## config.mk

```make
export PLATFORM = sky130hd
export DESIGN_NAME = srs_ctrl
export DESIGN_NICKNAME = d
export VERILOG_FILES = /design/src/srs_pkg.sv /design/src/srs_ctrl.sv
export VERILOG_INCLUDE_DIRS = /design/src
export SDC_FILE = /design/constraint.sdc
export NUM_CORES = 1
export LEC_CHECK = 0
export BUFFER_PORTS_ARGS = -buffer_cell sky130_fd_sc_hd__buf_2
export CAP_MARGIN = 10
export CORE_UTILIZATION = 50
export CTS_BUF_LIST = sky130_fd_sc_hd__clkbuf_8
export DETAILED_ROUTE_END_ITERATION = 8
export PLACE_DENSITY = 0.82
export SYNTH_ARGS = -nofsm -noshare
export SYNTH_HDL_FRONTEND = slang
export SYNTH_SLANG_ARGS = --single-unit
export TNS_END_PERCENT = 20
```

## constraint.sdc

```tcl
create_clock -name clk -period 2.54 [get_ports clk]
set_input_delay 0.508 -clock clk [delete_from_list [all_inputs] [get_ports clk]]
set_output_delay 0.508 -clock clk [all_outputs]
set_load 0.01 [all_outputs]
```

## src/srs_cfg.svh

```systemverilog
// constants for the self-test, random and supply-switch register bank
`ifndef SRS_CFG_SVH
`define SRS_CFG_SVH
// ----------------------------------------------------------------------
// register indices, byte address is four times the index
// ----------------------------------------------------------------------
`define SRS_IDX_RANDOM 16'h6105
`define SRS_IDX_CTRL 16'h6106
`define SRS_IDX_TEST 16'h610C
// ----------------------------------------------------------------------
// field positions
// ----------------------------------------------------------------------
`define SRS_TEST_EN 0
`define SRS_TEST_HIGH_LSB 1
`define SRS_TEST_LOW_LSB 4
`define SRS_TEST_OVER 6
`define SRS_TEST_UNDER 7
`define SRS_CTRL_READY 1
`define SRS_CTRL_RUN 2
`define SRS_CTRL_SWITCH 4
`define SRS_CTRL_OVERLOAD 5
`define SRS_CTRL_HIDE 6
// ----------------------------------------------------------------------
// reset values
// ----------------------------------------------------------------------
`define SRS_RST_CTRL 8'h41
`define SRS_RST_TEST 8'h00
`define SRS_RST_RANDOM 8'h00
// ----------------------------------------------------------------------
// thresholds in mA
// ----------------------------------------------------------------------
`define SRS_LOW_THR {8'h28, 8'h1D, 8'h12, 8'h06}
`define SRS_HIGH_THR {8'h7F, 8'h73, 8'h66, 8'h59, 8'h4C, 8'h40, 8'h32, 8'h26}
`endif

```

## src/srs_pkg.sv

```systemverilog
// types for the self-test, random and supply-switch register bank
package srs_pkg;
  // ----------------------------------------------------------------------
  // avalon-mm request and response
  // ----------------------------------------------------------------------
  typedef struct packed {
    logic read;
    logic write;
    logic [17:0] address;
    logic [3:0] byteenable;
    logic [31:0] writedata;
  } srs_av_req_s;
  typedef struct packed {
    logic [31:0] readdata;
    logic waitrequest;
  } srs_av_rsp_s;
  // ----------------------------------------------------------------------
  // secure-chip pad inputs and their internal copies
  // ----------------------------------------------------------------------
  typedef struct packed {
    logic secure_chip_signal_input;
    logic auxiliary_port_pin;
  } srs_pads_s;
endpackage

```

## src/srs_ctrl.sv

```systemverilog
// register bank: antenna self test, random value, secure-chip supply switch
//
// Notes on behaviour
// - with test enable bit 0 set the supply current is compared with both thresholds.
// - bit 7 of the test register flags a current below the low threshold.
// - bit 6 of the test register flags a current above the high threshold.
// - bits 5..4 pick the low threshold 6, 18, 29 or 40 mA.
// - bits 3..1 pick the high threshold from 38 mA up to 127 mA in eight steps.
// - the test result leaves the block only through the register flags.
// - the random register holds an 8-bit value and is writable.
// - the ready flag in control bit 1 rises whenever a fresh value lands.
// - reading the random register clears the ready flag by itself.
// - control bit 2 forces the source to run, else the interface unit decides.
// - with control bit 6 set the signal copy is 0 and the port copy is 1.
// - control bit 4 turns the secure-chip supply switch on.
// - read-only control bit 5 shows the switch current limiter.
//
// Implementation choice: the Avalon-MM register port.
`timescale 1ns/10ps
`include "srs_cfg.svh"
module srs_ctrl (
  input wire logic clk,
  input wire logic rst,
  input wire srs_pkg::srs_av_req_s av_req,
  output srs_pkg::srs_av_rsp_s av_rsp,
  input wire logic [7:0] transmitter_supply_ma,
  input wire logic [7:0] rng_data,
  input wire logic rng_valid,
  input wire logic contactless_interface_unit_rng_req,
  output logic rng_run,
  input wire srs_pkg::srs_pads_s pads,
  output srs_pkg::srs_pads_s pads_int,
  input wire logic switch_overload,
  output logic supply_switch_en
);
  import srs_pkg::*;

  // ----------------------------------------------------------------------
  // input synchronisers
  // ----------------------------------------------------------------------
  // the current reading is slow against the core clock, so a plain
  // two-stage crossing is enough; a glitchy word only costs one sample
  logic [7:0] cur_meta;
  logic [7:0] cur_s;
  srs_pads_s pads_meta;
  srs_pads_s pads_s;
  logic ovl_meta;
  logic ovl_s;

  always_ff @(posedge clk) begin
    if (rst) begin
      cur_meta <= 8'h00;
      cur_s <= 8'h00;
    end else begin
      cur_meta <= transmitter_supply_ma;
      cur_s <= cur_meta;
    end
  end

  always_ff @(posedge clk) begin
    if (rst) begin
      pads_meta <= 2'h0;
      pads_s <= 2'h0;
      ovl_meta <= 1'b0;
      ovl_s <= 1'b0;
    end else begin
      pads_meta <= pads;
      pads_s <= pads_meta;
      ovl_meta <= switch_overload;
      ovl_s <= ovl_meta;
    end
  end

  // ----------------------------------------------------------------------
  // avalon-mm slave, one wait state on every access
  // ----------------------------------------------------------------------
  logic ack;
  logic req;
  logic aligned;
  logic hit_random;
  logic hit_ctrl;
  logic hit_test;
  logic wr_random;
  logic wr_ctrl;
  logic wr_test;
  logic rd_random;
  logic [7:0] rd_mux;
  logic [31:0] readdata;

  assign req = av_req.read | av_req.write;
  assign aligned = av_req.address[1:0] == 2'h0;
  assign hit_random = aligned && av_req.address[17:2] == `SRS_IDX_RANDOM;
  assign hit_ctrl = aligned && av_req.address[17:2] == `SRS_IDX_CTRL;
  assign hit_test = aligned && av_req.address[17:2] == `SRS_IDX_TEST;
  // only the low byte lane carries register bits
  assign wr_random = ack && av_req.write && av_req.byteenable[0] && hit_random;
  assign wr_ctrl = ack && av_req.write && av_req.byteenable[0] && hit_ctrl;
  assign wr_test = ack && av_req.write && av_req.byteenable[0] && hit_test;
  assign rd_random = ack && av_req.read && hit_random;

  always_ff @(posedge clk) begin
    if (rst) begin
      ack <= 1'b0;
    end else begin
      ack <= req && !ack;
    end
  end

  // one driver for the whole response word
  assign av_rsp = {readdata, req && !ack};

  // ----------------------------------------------------------------------
  // register state
  // ----------------------------------------------------------------------
  logic [7:0] random_value;
  logic ready;
  logic cpu_need_rng;
  logic switch_en;
  logic hide;
  logic test_en;
  logic [1:0] low_sel;
  logic [2:0] high_sel;
  logic under;
  logic over;
  logic [7:0] ctrl_rd;
  logic [7:0] test_rd;
  localparam logic [7:0] CTRL_RST = `SRS_RST_CTRL;
  localparam logic [7:0] TEST_RST = `SRS_RST_TEST;

  // reserved bits are constants in the read path, so writes cannot reach them
  assign ctrl_rd = {1'b0, hide, ovl_s, switch_en, 1'b0, cpu_need_rng,
                    ready, 1'b1};
  assign test_rd = {under, over, low_sel, high_sel, test_en};

  always_comb begin
    rd_mux = 8'h00;
    if (hit_random) begin
      rd_mux = random_value;
    end else if (hit_ctrl) begin
      rd_mux = ctrl_rd;
    end else if (hit_test) begin
      rd_mux = test_rd;
    end
  end

  // read data is caught in the wait cycle and stands through the ack edge
  always_ff @(posedge clk) begin
    if (rst) begin
      readdata <= 32'h0000_0000;
    end else if (av_req.read && !ack) begin
      readdata <= {24'h00_0000, rd_mux};
    end
  end

  // ----------------------------------------------------------------------
  // random value and ready flag
  // ----------------------------------------------------------------------
  // a fresh value from the source beats a software write in the same cycle
  always_ff @(posedge clk) begin
    if (rst) begin
      random_value <= `SRS_RST_RANDOM;
    end else if (rng_valid) begin
      random_value <= rng_data;
    end else if (wr_random) begin
      random_value <= av_req.writedata[7:0];
    end
  end

  // set wins over the read clear and over a software write
  always_ff @(posedge clk) begin
    if (rst) begin
      ready <= CTRL_RST[`SRS_CTRL_READY];
    end else if (rng_valid) begin
      ready <= 1'b1;
    end else if (rd_random) begin
      ready <= 1'b0;
    end else if (wr_ctrl) begin
      ready <= av_req.writedata[`SRS_CTRL_READY];
    end
  end

  assign rng_run = cpu_need_rng | contactless_interface_unit_rng_req;

  // ----------------------------------------------------------------------
  // control register: run force, supply switch, signal hiding
  // ----------------------------------------------------------------------
  always_ff @(posedge clk) begin
    if (rst) begin
      cpu_need_rng <= CTRL_RST[`SRS_CTRL_RUN];
      switch_en <= CTRL_RST[`SRS_CTRL_SWITCH];
      hide <= CTRL_RST[`SRS_CTRL_HIDE];
    end else if (wr_ctrl) begin
      cpu_need_rng <= av_req.writedata[`SRS_CTRL_RUN];
      switch_en <= av_req.writedata[`SRS_CTRL_SWITCH];
      hide <= av_req.writedata[`SRS_CTRL_HIDE];
    end
  end

  assign supply_switch_en = switch_en;

  // hide is on after reset so the pads stay masked until software clears control bit 6
  always_comb begin
    pads_int.secure_chip_signal_input = pads_s.secure_chip_signal_input;
    pads_int.auxiliary_port_pin = pads_s.auxiliary_port_pin;
    if (hide) begin
      pads_int.secure_chip_signal_input = 1'b0;
      pads_int.auxiliary_port_pin = 1'b1;
    end
  end

  // ----------------------------------------------------------------------
  // antenna self test
  // ----------------------------------------------------------------------
  localparam logic [31:0] LOW_TAB = `SRS_LOW_THR;
  localparam logic [63:0] HIGH_TAB = `SRS_HIGH_THR;
  logic [7:0] low_thr;
  logic [7:0] high_thr;

  assign low_thr = LOW_TAB[{low_sel, 3'h0} +: 8];
  assign high_thr = HIGH_TAB[{high_sel, 3'h0} +: 8];

  always_ff @(posedge clk) begin
    if (rst) begin
      test_en <= TEST_RST[`SRS_TEST_EN];
      low_sel <= TEST_RST[`SRS_TEST_LOW_LSB +: 2];
      high_sel <= TEST_RST[`SRS_TEST_HIGH_LSB +: 3];
    end else if (wr_test) begin
      test_en <= av_req.writedata[`SRS_TEST_EN];
      low_sel <= av_req.writedata[`SRS_TEST_LOW_LSB +: 2];
      high_sel <= av_req.writedata[`SRS_TEST_HIGH_LSB +: 3];
    end
  end

  // flags are sticky while the test runs and clear once it is disabled;
  // they are visible only in the register, no pin carries them
  always_ff @(posedge clk) begin
    if (rst) begin
      under <= 1'b0;
      over <= 1'b0;
    end else if (!test_en) begin
      under <= 1'b0;
      over <= 1'b0;
    end else begin
      under <= under | (cur_s < low_thr);
      over <= over | (cur_s > high_thr);
    end
  end

  // ----------------------------------------------------------------------
  // assertions
  // ----------------------------------------------------------------------
  AST_TEST_OFF: assert property (@(posedge clk) disable iff (rst)
    !test_en |=> !under && !over)
    else $error("flags not cleared while test disabled");

  AST_UNDER: assert property (@(posedge clk) disable iff (rst)
    test_en && cur_s < low_thr |=> under)
    else $error("under-current flag missed");

  AST_OVER: assert property (@(posedge clk) disable iff (rst)
    test_en && cur_s > high_thr |=> over)
    else $error("over-current flag missed");

  AST_LOW_TAB: assert property (@(posedge clk) disable iff (rst)
    (low_sel == 2'h0 |-> low_thr == 8'h06) and
    (low_sel == 2'h3 |-> low_thr == 8'h28))
    else $error("low threshold wrong");

  AST_HIGH_TAB: assert property (@(posedge clk) disable iff (rst)
    (high_sel == 3'h0 |-> high_thr == 8'h26) and
    (high_sel == 3'h7 |-> high_thr == 8'h7F))
    else $error("high threshold wrong");

  AST_RNG_LOAD: assert property (@(posedge clk) disable iff (rst)
    rng_valid |=> random_value == $past(rng_data))
    else $error("random value not loaded");

  AST_READY_SET: assert property (@(posedge clk) disable iff (rst)
    rng_valid |=> ctrl_rd[`SRS_CTRL_READY])
    else $error("ready flag not set by fresh value");

  AST_READY_CLR: assert property (@(posedge clk) disable iff (rst)
    rd_random && !rng_valid |=> !ready)
    else $error("ready flag not cleared by read");

  AST_RUN: assert property (@(posedge clk) disable iff (rst)
    $rose(cpu_need_rng) |-> rng_run ##1 (rng_run || !cpu_need_rng))
    else $error("source not forced to run");

  AST_HIDE: assert property (@(posedge clk) disable iff (rst)
    hide |-> !pads_int.secure_chip_signal_input &&
             pads_int.auxiliary_port_pin)
    else $error("hidden pad copies not idle");

  AST_SWITCH: assert property (@(posedge clk) disable iff (rst)
    wr_ctrl |=> supply_switch_en == $past(av_req.writedata[4]))
    else $error("supply switch does not follow write");

  AST_RSVD: assert property (@(posedge clk) disable iff (rst)
    av_req.read && !ack && hit_ctrl |=>
      readdata[0] && !readdata[3] && !readdata[7])
    else $error("reserved control bits read wrong");

  AST_WAIT: assert property (@(posedge clk) disable iff (rst)
    req && !ack |-> av_rsp.waitrequest ##1 !av_rsp.waitrequest)
    else $error("slave did not answer after one wait cycle");

endmodule // srs_ctrl

```

# Word level (Yosys, flattened, before mapping)
# Index checks and enable logic that the tools add are counted.
[op_classes] n_eq_ne=3 reduce_logical=17 shifts=2 n_mux=9 n_lt_le_gt_ge=2 n_bitwise=5
[ops] operator="$shiftx A64 B7 Y8 const A" count=1
[ops] operator="$eq A16 B15 Y1 const B" count=3
[ops] operator="$mux W8" count=5
[ops] operator="$shiftx A32 B6 Y8 const A" count=1
[ops] operator="$logic_and A1 B1 Y1" count=12
[ops] operator="$gt A8 B8 Y1" count=1
[ops] operator="$lt A8 B8 Y1" count=1
[ops] operator="$or A1 B1 Y1" count=4
[ops] operator="$mux W1" count=3
[ops] operator="$reduce_bool A3 Y1" count=1
[ops] operator="$logic_not A2 Y1" count=1
[ops] operator="$mux W2" count=1
[ops] operator="$reduce_bool A2 Y1" count=1
[ops] operator="$reduce_or A2 Y1" count=1
[ops] operator="$logic_not A1 Y1" count=1
[ops] operator="$not A1 Y1" count=1
[word_totals] input_bits=79 out_inout_bits=37 regBits=51 elab_cells=58

# Longest topological paths before layout
# Gate-level depths: netlist (run 1).
[logic_depth] ltp_word=6 depth_mapped=9 ltp_nobuf=9

# Worst setup path before layout (run 1)
# OpenSTA, ideal clock, no wires.
[synth_path] path_kind="input -> register" startpoint="input av_req[43] (netlist bit)" endpoint="register hide" setup_slack_ns=0.578 path_stages=4 t_arrival_ns=1.830 n_path_buf=0 cell_sequence="or4_1 -> or4_4 -> o21ai_1 -> nand3_1"
[synth_via] elab_chain_len=3
[synth_rtl] item="start: declaration" line_no="srs_ctrl.sv:24" rtl="input wire srs_pkg::srs_av_req_s av_req,"
[synth_rtl] item="$eq A16 B15 Y1 (no source line)"
[synth_rtl] item="$logic_and A1 B1 Y1 (no source line)"
[synth_rtl] item="$logic_and A1 B1 Y1" line_no="srs_ctrl.sv:97" rtl="assign wr_ctrl = ack && av_req.write && av_req.byteenable[0] && hit_ctrl;"
[synth_rtl] item="end signal: assignment" line_no="srs_ctrl.sv:191" rtl="hide <= CTRL_RST[`SRS_CTRL_HIDE];"
[synth_rtl] item="end signal: assignment" line_no="srs_ctrl.sv:195" rtl="hide <= av_req.writedata[`SRS_CTRL_HIDE];"
[synth_rtl] item="end: declaration" line_no="srs_ctrl.sv:119" rtl="logic hide;"
# No other way between the ends.
# A chain may end at the register's enable or synchronous reset.

# Worst setup path after layout (run 1)
[layout_path] startpoint="register high_sel[0]" endpoint="register over"
[layout_via] elab_chain_len=3
[layout_rtl] item="start: declaration" line_no="srs_ctrl.sv:122" rtl="logic [2:0] high_sel;"
[layout_rtl] item="start signal: assignment" line_no="srs_ctrl.sv:226" rtl="high_sel <= TEST_RST[`SRS_TEST_HIGH_LSB +: 3];"
[layout_rtl] item="start signal: assignment" line_no="srs_ctrl.sv:230" rtl="high_sel <= av_req.writedata[`SRS_TEST_HIGH_LSB +: 3];"
[layout_rtl] item="$shiftx A64 B7 Y8" line_no="srs_ctrl.sv:220" rtl="assign high_thr = HIGH_TAB[{high_sel, 3'h0} +: 8];"
[layout_rtl] item="$gt A8 B8 Y1" line_no="srs_ctrl.sv:245" rtl="over <= over | (cur_s > high_thr);"
[layout_rtl] item="$or A1 B1 Y1" line_no="srs_ctrl.sv:245"
[layout_rtl] item="end signal: assignment" line_no="srs_ctrl.sv:245"
[layout_rtl] item="end: declaration" line_no="srs_ctrl.sv:124" rtl="logic over;"
# No other way between the ends.

==> results of run 1 <==
==> Yosys cell counts, drive strengths merged (2+ instances only) <==
cell type	instances
or2	3
o21ai	15
and2	2
or4	2
nor4b	3
dfxtp	51
nand3	15
nor4	2
nor2b	27
nand2	11
clkbuf	14
inv	12
a22o	5
mux2i	4
and3	3
a31oi	9
nor3	7
ha	18
nand2b	5
a311oi	7
nand3b	2
nand4	8
or4b	3
o31a	3
o31ai	14
a21oi	20
buf	28
a211oi	3
nor2	17
==> cells in the final DEF, fill, tap and decap left out, drive strengths merged, types with 8 or more instances in the layout <==
master  synthesis  final
a21oi          20     20
a31oi           9      9
buf            28     69
conb            1     24
dfxtp          51     51
ha             18     18
inv            12     14
nand2          11     11
nand3          15     15
nand4           8      8
nor2           17     17
nor2b          27     27
o21ai          15     15
o31ai          14     14
==> state kept, by name, summed over array words and instances (netlist names) <==
signal            count
ack                   1
cpu_need_rng          1
cur_meta              8
cur_s                 8
hide                  1
high_sel              3
low_sel               2
over                  1
ovl_meta              1
ovl_s                 1
pads_meta             2
pads_s                2
random_value          8
readdata              8
ready                 1
supply_switch_en      1
test_en               1
under                 1
==> cell type report <==
| cell class | instances | area [um^2] |
|---|---|---|
| Sequential cell | 51 | 1020 |
| Clock inverter | 3 | 20.0 |
| Timing Repair Buffer | 69 | 358 |
| Inverter | 12 | 45.0 |
| Multi-Input combinational cell | 245 | 1620 |
| Clock buffer | 5 | 68.8 |
| Tap cell | 72 | 90.1 |
| Fill cell | 513 | 2290 |
==> critical path, delay by kind of cell, from the launching register on <==
| kind | cells | cell delay [ps] |
|---|---|---|
| and+or+nand+nor | 1 | 140 |
| adders and majority gates | 2 | 620 |
| AOI/OAI and AO/OA | 2 | 450 |
| DFF | 1 | 500 |
| buffers and inverters | 2 | 180 |
| muxes | 1 | 80 |
==> cells by family (layout without fill, tap and decap cells) <==
kind of cell | count (synthesis) | after routing
compound gates | 82 | 82
mux | 4 | 4
xor+xnor | 1 | 1
other cells | 1 | 24
simple gates | 115 | 115
flops | 51 | 51
fa+ha+maj | 19 | 19
buf+inv | 54 | 89
==> power breakdown <==
part           total, mW  switching (mW)  leakage [nW]  internal (mW)
clock network      0.455           0.262        0.0460          0.194
logic              0.192           0.109         0.870         0.0834
registers          0.854          0.0194         0.420          0.835
==> routing by layer <==
layer / vias to the layer above / wire [um] / GRT usage
li1: 1255 / - / -
met1: 1201 / 2570 / 0.254
met2: 105 / 3040 / 0.358
met3: 16 / 340 / 0.0412
met4: 0 / 153 / 0.109
met5: - / 0 / 0
==> through the flow <==
| stage | instances | utilization |
|---|---|---|
| 3_3_place_gp | 449 | 0.569 |
| 4_1_cts | 457 | 0.585 |
| 2_1_floorplan | 350 | - |
| 6_report | 457 | 0.585 |
| 5_1_grt | 457 | 0.585 |
| 3_5_place_dp | 449 | 0.569 |
==> path summary, 6_finish.rpt <==
| kind | startpoint | end | slack, ps | depth (start not counted) |
|---|---|---|---|---|
| hold / removal | transmitter_supply_ma[2] | cur_meta[2]$_SDFF_PP0_ | 400 | 2 |
| setup / recovery | high_sel[0]$_SDFFE_PP0P_ | over$_SDFF_PP0_ | 470 | 8 |
| hold reg to reg | cur_meta[4]$_SDFF_PP0_ | cur_s[4]$_SDFF_PP0_ | 440 | 1 |
| setup reg to reg | high_sel[0]$_SDFFE_PP0P_ | over$_SDFF_PP0_ | 470 | 8 |
==> summary.md, run 1 <==
Synthesis
- **Syn Inst Count** 327
- **share of the synthesized area in the top cell type** 0.357
- **count of synthesis-stage warnings from yosys** 0
- **part of the Yosys area used for sequential elements** 0.357
- **cell taking the most area after synthesis** sky130_fd_sc_hd__dfxtp_1
- **Async S/R FF share, synth** 0
- **number of register bits inferred by synthesis** 51
- **mean cell area of the mapped netlist** 8.74 um^2
- **XOR/XNOR share of the synthesized area** 0.00307
- **multiplexer area fraction after synthesis** 0.0140
- **mapped cell area** 0.00286 mm^2
- **Post-synth EDFFs** 0
- **combinational family with the most area after synthesis** simple AND/OR/NAND/NOR gates
- **post-synthesis share of cell area spent on and, or, nand and nor gates** 0.246
- **number of unique standard cell types used by synthesis** 52
- **Adder-Cell Fraction of Synth Area** 0.0823
- **most frequently used flop master after synthesis** sky130_fd_sc_hd__dfxtp_1
- **fraction of the mapped netlist area in compound gates** 0.189
- **largest cells by area after synthesis** sky130_fd_sc_hd__dfxtp_1, sky130_fd_sc_hd__ha_1, sky130_fd_sc_hd__buf_4, sky130_fd_sc_hd__nor2b_1, sky130_fd_sc_hd__o31ai_1

STA
- **final number of hold-violating endpoints** 0
- **number of max-slew violations in the final report** 0
- **final critical path time including I/O delays and setup** 2070 ps
- **worst slew slack as a fraction of its limit** 0.619
- **Setup Skew** 4.85 ps
- **unrepaired setup endpoints after global routing** false
- **final number of setup-violating endpoints** 0
- **worst slew pin tran** 571 ps
- **Setup WS post-layout** 467 ps
- **Final period util** 0.816
- **final sum of negative setup slack** 0 ps
- **fmax** 482 MHz
- **worst hold slack** 404 ps

Critical path
- **worst path arrival time** 2260 ps
- **CP endpoint kind** flip-flop
- **Setup CP Type** reg -> reg
- **endpoint required time on the critical path** 2730 ps
- **startpoint class of the critical path** flip-flop
- **cells traversed along the worst timing path** inv_1, ha_1, inv_1, mux2i_1, ha_1, nand4b_1, o41ai_1, o22ai_1
- **critical-path maximum fanout** 7
- **CP max stage cell** sky130_fd_sc_hd__dfxtp_1
- **largest incremental delay on the critical path** 500 ps

Floorplan
- **die outline area** 0.00602 mm^2
- **initial cell density of the core** 0.519
- **floorplan die width** 77.6 um
- **placeable core region** 0.00551 mm^2
- **Rows** 27
- **count of boundary I/O pins** 116
- **die extent in y** 77.6 um

Clock network
- **H-tree lvl count** 2
- **Post-CTS Setup Inserts** 0
- **clock slew at the register clock pins of the worst setup and hold paths** 90 ps
- **maximum buffer depth of the clock tree** 2
- **clock tree root buffer cell** sky130_fd_sc_hd__clkbuf_8
- **clock sinks** 51
- **hold buffer count at CTS** 0
- **worst skew pair latency** 300 ps
- **CTS tree** yes
- **number of buffers inserted during clock tree synthesis** 5
- **count of cells resized by post-cts repair** 0

Route
- **DRT iter0 DRCs** 119
- **first drt pass iteration count** 8
- **DRC violation count after routing** 2
- **Vias/cell** 5.64
- **Detail Route Antenna Nets** 0
- **average wire length per cell after detail routing** 13.4 um
- **drt total wl** 6110 um
- **detailed-route via count** 2577

Global routing
- **global-route wire length before repair** 10100 um
- **antenna violations before repair** 0
- **overall track demand over capacity in global routing** 0.212
- **pin count of the biggest net entering global routing** 39
- **total congestion overflow** 0
- **via count of the first global-routing pass** 2294

Layout
- **Syn-to-layout area delta** 12.7%
- **final cell area excluding filler cells** 0.00322 mm^2
- **total inserted antenna cells** 0
- **final layout net count** 481
- **share of layout cells above drive strength 1** 0.226

Status
- **result of the run** finished with violations
- **failing checks** DRC

Power and ir drop
- **power consumption** 1.50 mW
- **Peak VDD IR** 0.000301 V
- **leakage component of the power** 1.34 nW
- **total power density per cell area** 467 mW/mm^2

Placement
- **global placement routability congestion** 0.855
- **post-placement cell area** 0.00313 mm^2
- **worst slack at placement** 343 ps
- **input/output buffers** 64
- **DPL Wire Length** 4850 um

Run
- **number of max-cap violations** 0

Worst hold path
- **Hold Path Class** in -> reg

Power figures use the tool's default switching activity.
==> run 2, diff against run 1 <==
ABC_AREA = 1   (was unset)
PLACE_DENSITY = 0.83   (was 0.82)
clock period = 2.1 ns   (was 2.54 ns; I/O delays follow)
==> run 2 against run 1 <==
Compared with the run above:
- the run now ends clean
- worst hold slack worse by 90 ps
- clock-buffer cell count unchanged
- total power increased by 20%
- final area is 0.16% lower
- worst setup slack lost 270 ps
- critical path type unchanged
- maximum frequency up 8.7%
- die area down 1.3%
==> summary.md, run 2 <==
Global routing
- **global-route wire length before repair** 10100 um, +0.49%
- **overall track demand over capacity in global routing** 0.212, about the same
- **via count of the first global-routing pass** 2334, +1.7%
- **pin count of the biggest net entering global routing** 36, -7.7%
- **antenna violations before repair** 0, unchanged
- **total congestion overflow** 0, unchanged

Synthesis
- **Async S/R FF share, synth** 0, unchanged
- **most frequently used cell type in the post-synthesis netlist** sky130_fd_sc_hd__inv_1
- **Syn Inst Count** 387, +18%
- **count of synthesis-stage warnings from yosys** 0, unchanged
- **share of the synthesized area in the top cell type** 0.362, +0.00492
- **part of the Yosys area used for sequential elements** 0.362, +0.00492
- **number of unique standard cell types used by synthesis** 28, -46%
- **mean cell area of the mapped netlist** 7.28 um^2, -17%
- **largest cells by area after synthesis** sky130_fd_sc_hd__dfxtp_1, sky130_fd_sc_hd__inv_1, sky130_fd_sc_hd__ha_1, sky130_fd_sc_hd__nand2_1, sky130_fd_sc_hd__buf_4
- **Post-synth EDFFs** 0, unchanged
- **most instantiated cells after synthesis** sky130_fd_sc_hd__inv_1, sky130_fd_sc_hd__nand2_1, sky130_fd_sc_hd__dfxtp_1
- **mapped cell area** 0.00282 mm^2, -1.4%
- **cell taking the most area after synthesis** sky130_fd_sc_hd__dfxtp_1
- **number of register bits inferred by synthesis** 51, unchanged
- **most frequently used flop master after synthesis** sky130_fd_sc_hd__dfxtp_1

Placement
- **input/output buffers** 64, unchanged
- **post-placement cell area** 0.00312 mm^2, -0.32%
- **worst slack at placement** 188 ps, -155 ps
- **global placement routability congestion** 0.854, -0.21%
- **DPL Wire Length** 4410 um, -9.1%

Critical path
- **critical-path maximum fanout** 5, -2
- **Setup CP Type** reg -> reg
- **CP endpoint kind** flip-flop
- **cells traversed along the worst timing path** inv_1, ha_1, nand2_1, o21ai_0, ha_1, a21oi_1, a21boi_2, nand2_1, nand2_1, nand2_1, nand2_1, a21oi_1
- **worst path arrival time** 2110 ps, -150 ps
- **largest incremental delay on the critical path** 340 ps, -160 ps
- **source of the critical timing path** high_sel[1]$_SDFFE_PP0P_
- **startpoint class of the critical path** flip-flop
- **endpoint required time on the critical path** 2310 ps, -420 ps
- **RR Endpoint** over$_SDFF_PP0_
- **R2R cell count** 12, +4
- **launch instance of the worst register-to-register path** high_sel[1]$_SDFFE_PP0P_
- **CP max stage cell** sky130_fd_sc_hd__dfxtp_1
- **most frequent CP cell** sky130_fd_sc_hd__nand2_1
- **worst-case register-to-register setup slack** 190 ps, -270 ps

STA
- **Setup Skew** 6.20 ps, +1.36 ps
- **final number of hold-violating endpoints** 0, unchanged
- **number of max-slew violations in the final report** 0, unchanged
- **fmax** 525 MHz, +8.7%
- **final critical path time including I/O delays and setup** 1910 ps, -167 ps
- **worst slew pin tran** 505 ps, -66.0 ps
- **Setup WS post-layout** 194 ps, -273 ps
- **Final period util** 0.908, +0.0916
- **final number of setup-violating endpoints** 0, unchanged
- **worst slew slack as a fraction of its limit** 0.663, +0.0444

Worst hold path
- **Hold Path Class** in -> reg
- **hold path start** transmitter_supply_ma[0]
- **instance count along the most critical hold path** 3, +1
- **Worst Hold Path EP** cur_meta[0]$_SDFF_PP0_

Floorplan
- **Rows** 26, -3.7%
- **floorplan die width** 77.1 um, -0.66%
- **placeable core region** 0.00527 mm^2, -4.3%
- **die outline area** 0.00594 mm^2, -1.3%
- **count of boundary I/O pins** 116, unchanged
- **initial cell density of the core** 0.535, +0.0159
- **die extent in y** 77.1 um, -0.66%

Route
- **drt total wl** 5860 um, -4.2%
- **average wire length per cell after detail routing** 11.2 um, -16%
- **first drt pass iteration count** 4, -4
- **DRT iter0 DRCs** 212, +78%
- **Vias/cell** 4.81, -15%
- **detailed-route via count** 2519, -2.3%
- **Detail Route Antenna Nets** 0, unchanged
- **DRC violation count after routing** 0, -2

Status
- **result of the run** completed

Layout
- **share of layout cells above drive strength 1** 0.236, +0.00971
- **final cell utilization of the core** 0.610, +0.0253
- **final cell area excluding filler cells** 0.00321 mm^2, -0.16%
- **Syn-to-layout area delta** 14.1%
- **most common cell after layout, fill and taps aside** sky130_fd_sc_hd__inv_1
- **total inserted antenna cells** 0, unchanged
- **final layout net count** 550, +14%
- **most frequent cells in the layout** sky130_fd_sc_hd__inv_1, sky130_fd_sc_hd__buf_2, sky130_fd_sc_hd__nand2_1, sky130_fd_sc_hd__dfxtp_1, sky130_fd_sc_hd__nor2_1

Clock network
- **CTS tree** yes
- **Post-CTS Setup Inserts** 0, unchanged
- **H-tree lvl count** 2, unchanged
- **worst skew pair latency** 300 ps, about the same
- **clock sinks** 51, unchanged
- **clock tree root buffer cell** sky130_fd_sc_hd__clkbuf_8
- **maximum buffer depth of the clock tree** 2, unchanged
- **clock slew at the register clock pins of the worst setup and hold paths** 90 ps, about the same
- **number of buffers inserted during clock tree synthesis** 5, unchanged

Power and ir drop
- **Net Sw Power** 0.483 mW, +24%
- **switching share of total power** 0.267, +0.00777
- **leakage component of the power** 1.65 nW, +24%
- **clock share of power** 0.313, +0.010
- **share of power burned in registers** 0.565, -0.004
- **Logic pwr share** 0.122, -0.006
- **cell internal pwr** 1.33 mW, +19%
- **total power density per cell area** 563 mW/mm^2, +21%
- **Peak VDD IR** 0.000435 V, +45%

Run
- **number of max-cap violations** 0, unchanged

==> run 2: critical path, delay by kind of cell (launching register included) <==
family,cells,cell delay [ps]
simple gates,5,280
flops,1,340
buf+inv,1,100
fa+ha+maj,2,600
compound gates,4,480
==> run 2: metrics by stage <==
stage	TNS [ps]	hold slack (ps)	instances	power, mW
6_report	0	315	524	1.81
5_1_grt	-34.5	304	524	1.90
4_1_cts	0	312	524	1.82
3_5_place_dp	0	395	516	1.26
3_3_place_gp	0	390	516	1.25
2_1_floorplan	0	388	410	1.21
==> run 2: what timing repair did <==
item / 4_1_cts / 5_1_grt
setup endpoints to repair: 0 / 1
resized for setup: 0 / 2
hold buffers: 0 / 0
==> run 2: layout make-up <==
class,count,area (um^2)
multi-input cells,255,1390
flip-flops and latches,51,1020
well taps,70,87.6
clock inverters,3,18.8
inverters,69,259
clock buffers,5,68.8
repair buffers,71,373
fillers,499,2060
==> run 2: metal layers <==
layer | global-route usage | share of wire | vias to the layer above | routed length [um]
met5 | 0 | 0 | - | 0
met4 | 0.0604 | 0.012 | 0 | 69
met3 | 0.0440 | 0.065 | 6 | 381
met2 | 0.361 | 0.46 | 101 | 2690
met1 | 0.270 | 0.46 | 1115 | 2710
li1 | - | - | 1297 | -
==> run 2: power by group through the flow <==
stage / registers (mW) / clock network (mW) / logic, mW
after CTS: 1.02 / 0.577 / 0.220
after global placement: 1.04 / 0 / 0.212
final: 1.02 / 0.567 / 0.221
after global routing: 1.03 / 0.620 / 0.253
after floorplan: 1.04 / 0 / 0.169
after detailed placement: 1.04 / 0 / 0.219
==> run 2: kinds of logic after synthesis <==
logic type / Yosys count / synth area share
other cells: 1 / 0.00133
fa+ha+maj: 18 / 0.0799
simple gates: 151 / 0.254
compound gates: 62 / 0.124
flops: 51 / 0.362
buf+inv: 104 / 0.179
==> run 2: worst max-delay path by stage <==
stage / endpoint / slack [ps] / cells past startpoint
2_1_floorplan: over$_SDFF_PP0_ / 290 / 12
3_3_place_gp: over$_SDFF_PP0_ / 250 / 12
3_5_place_dp: random_value[3]$_SDFFE_PP0P_ / 190 / 9
4_1_cts: over$_SDFF_PP0_ / 170 / 12
5_1_grt: over$_SDFF_PP0_ / -30 / 12
6_report: over$_SDFF_PP0_ / 190 / 12
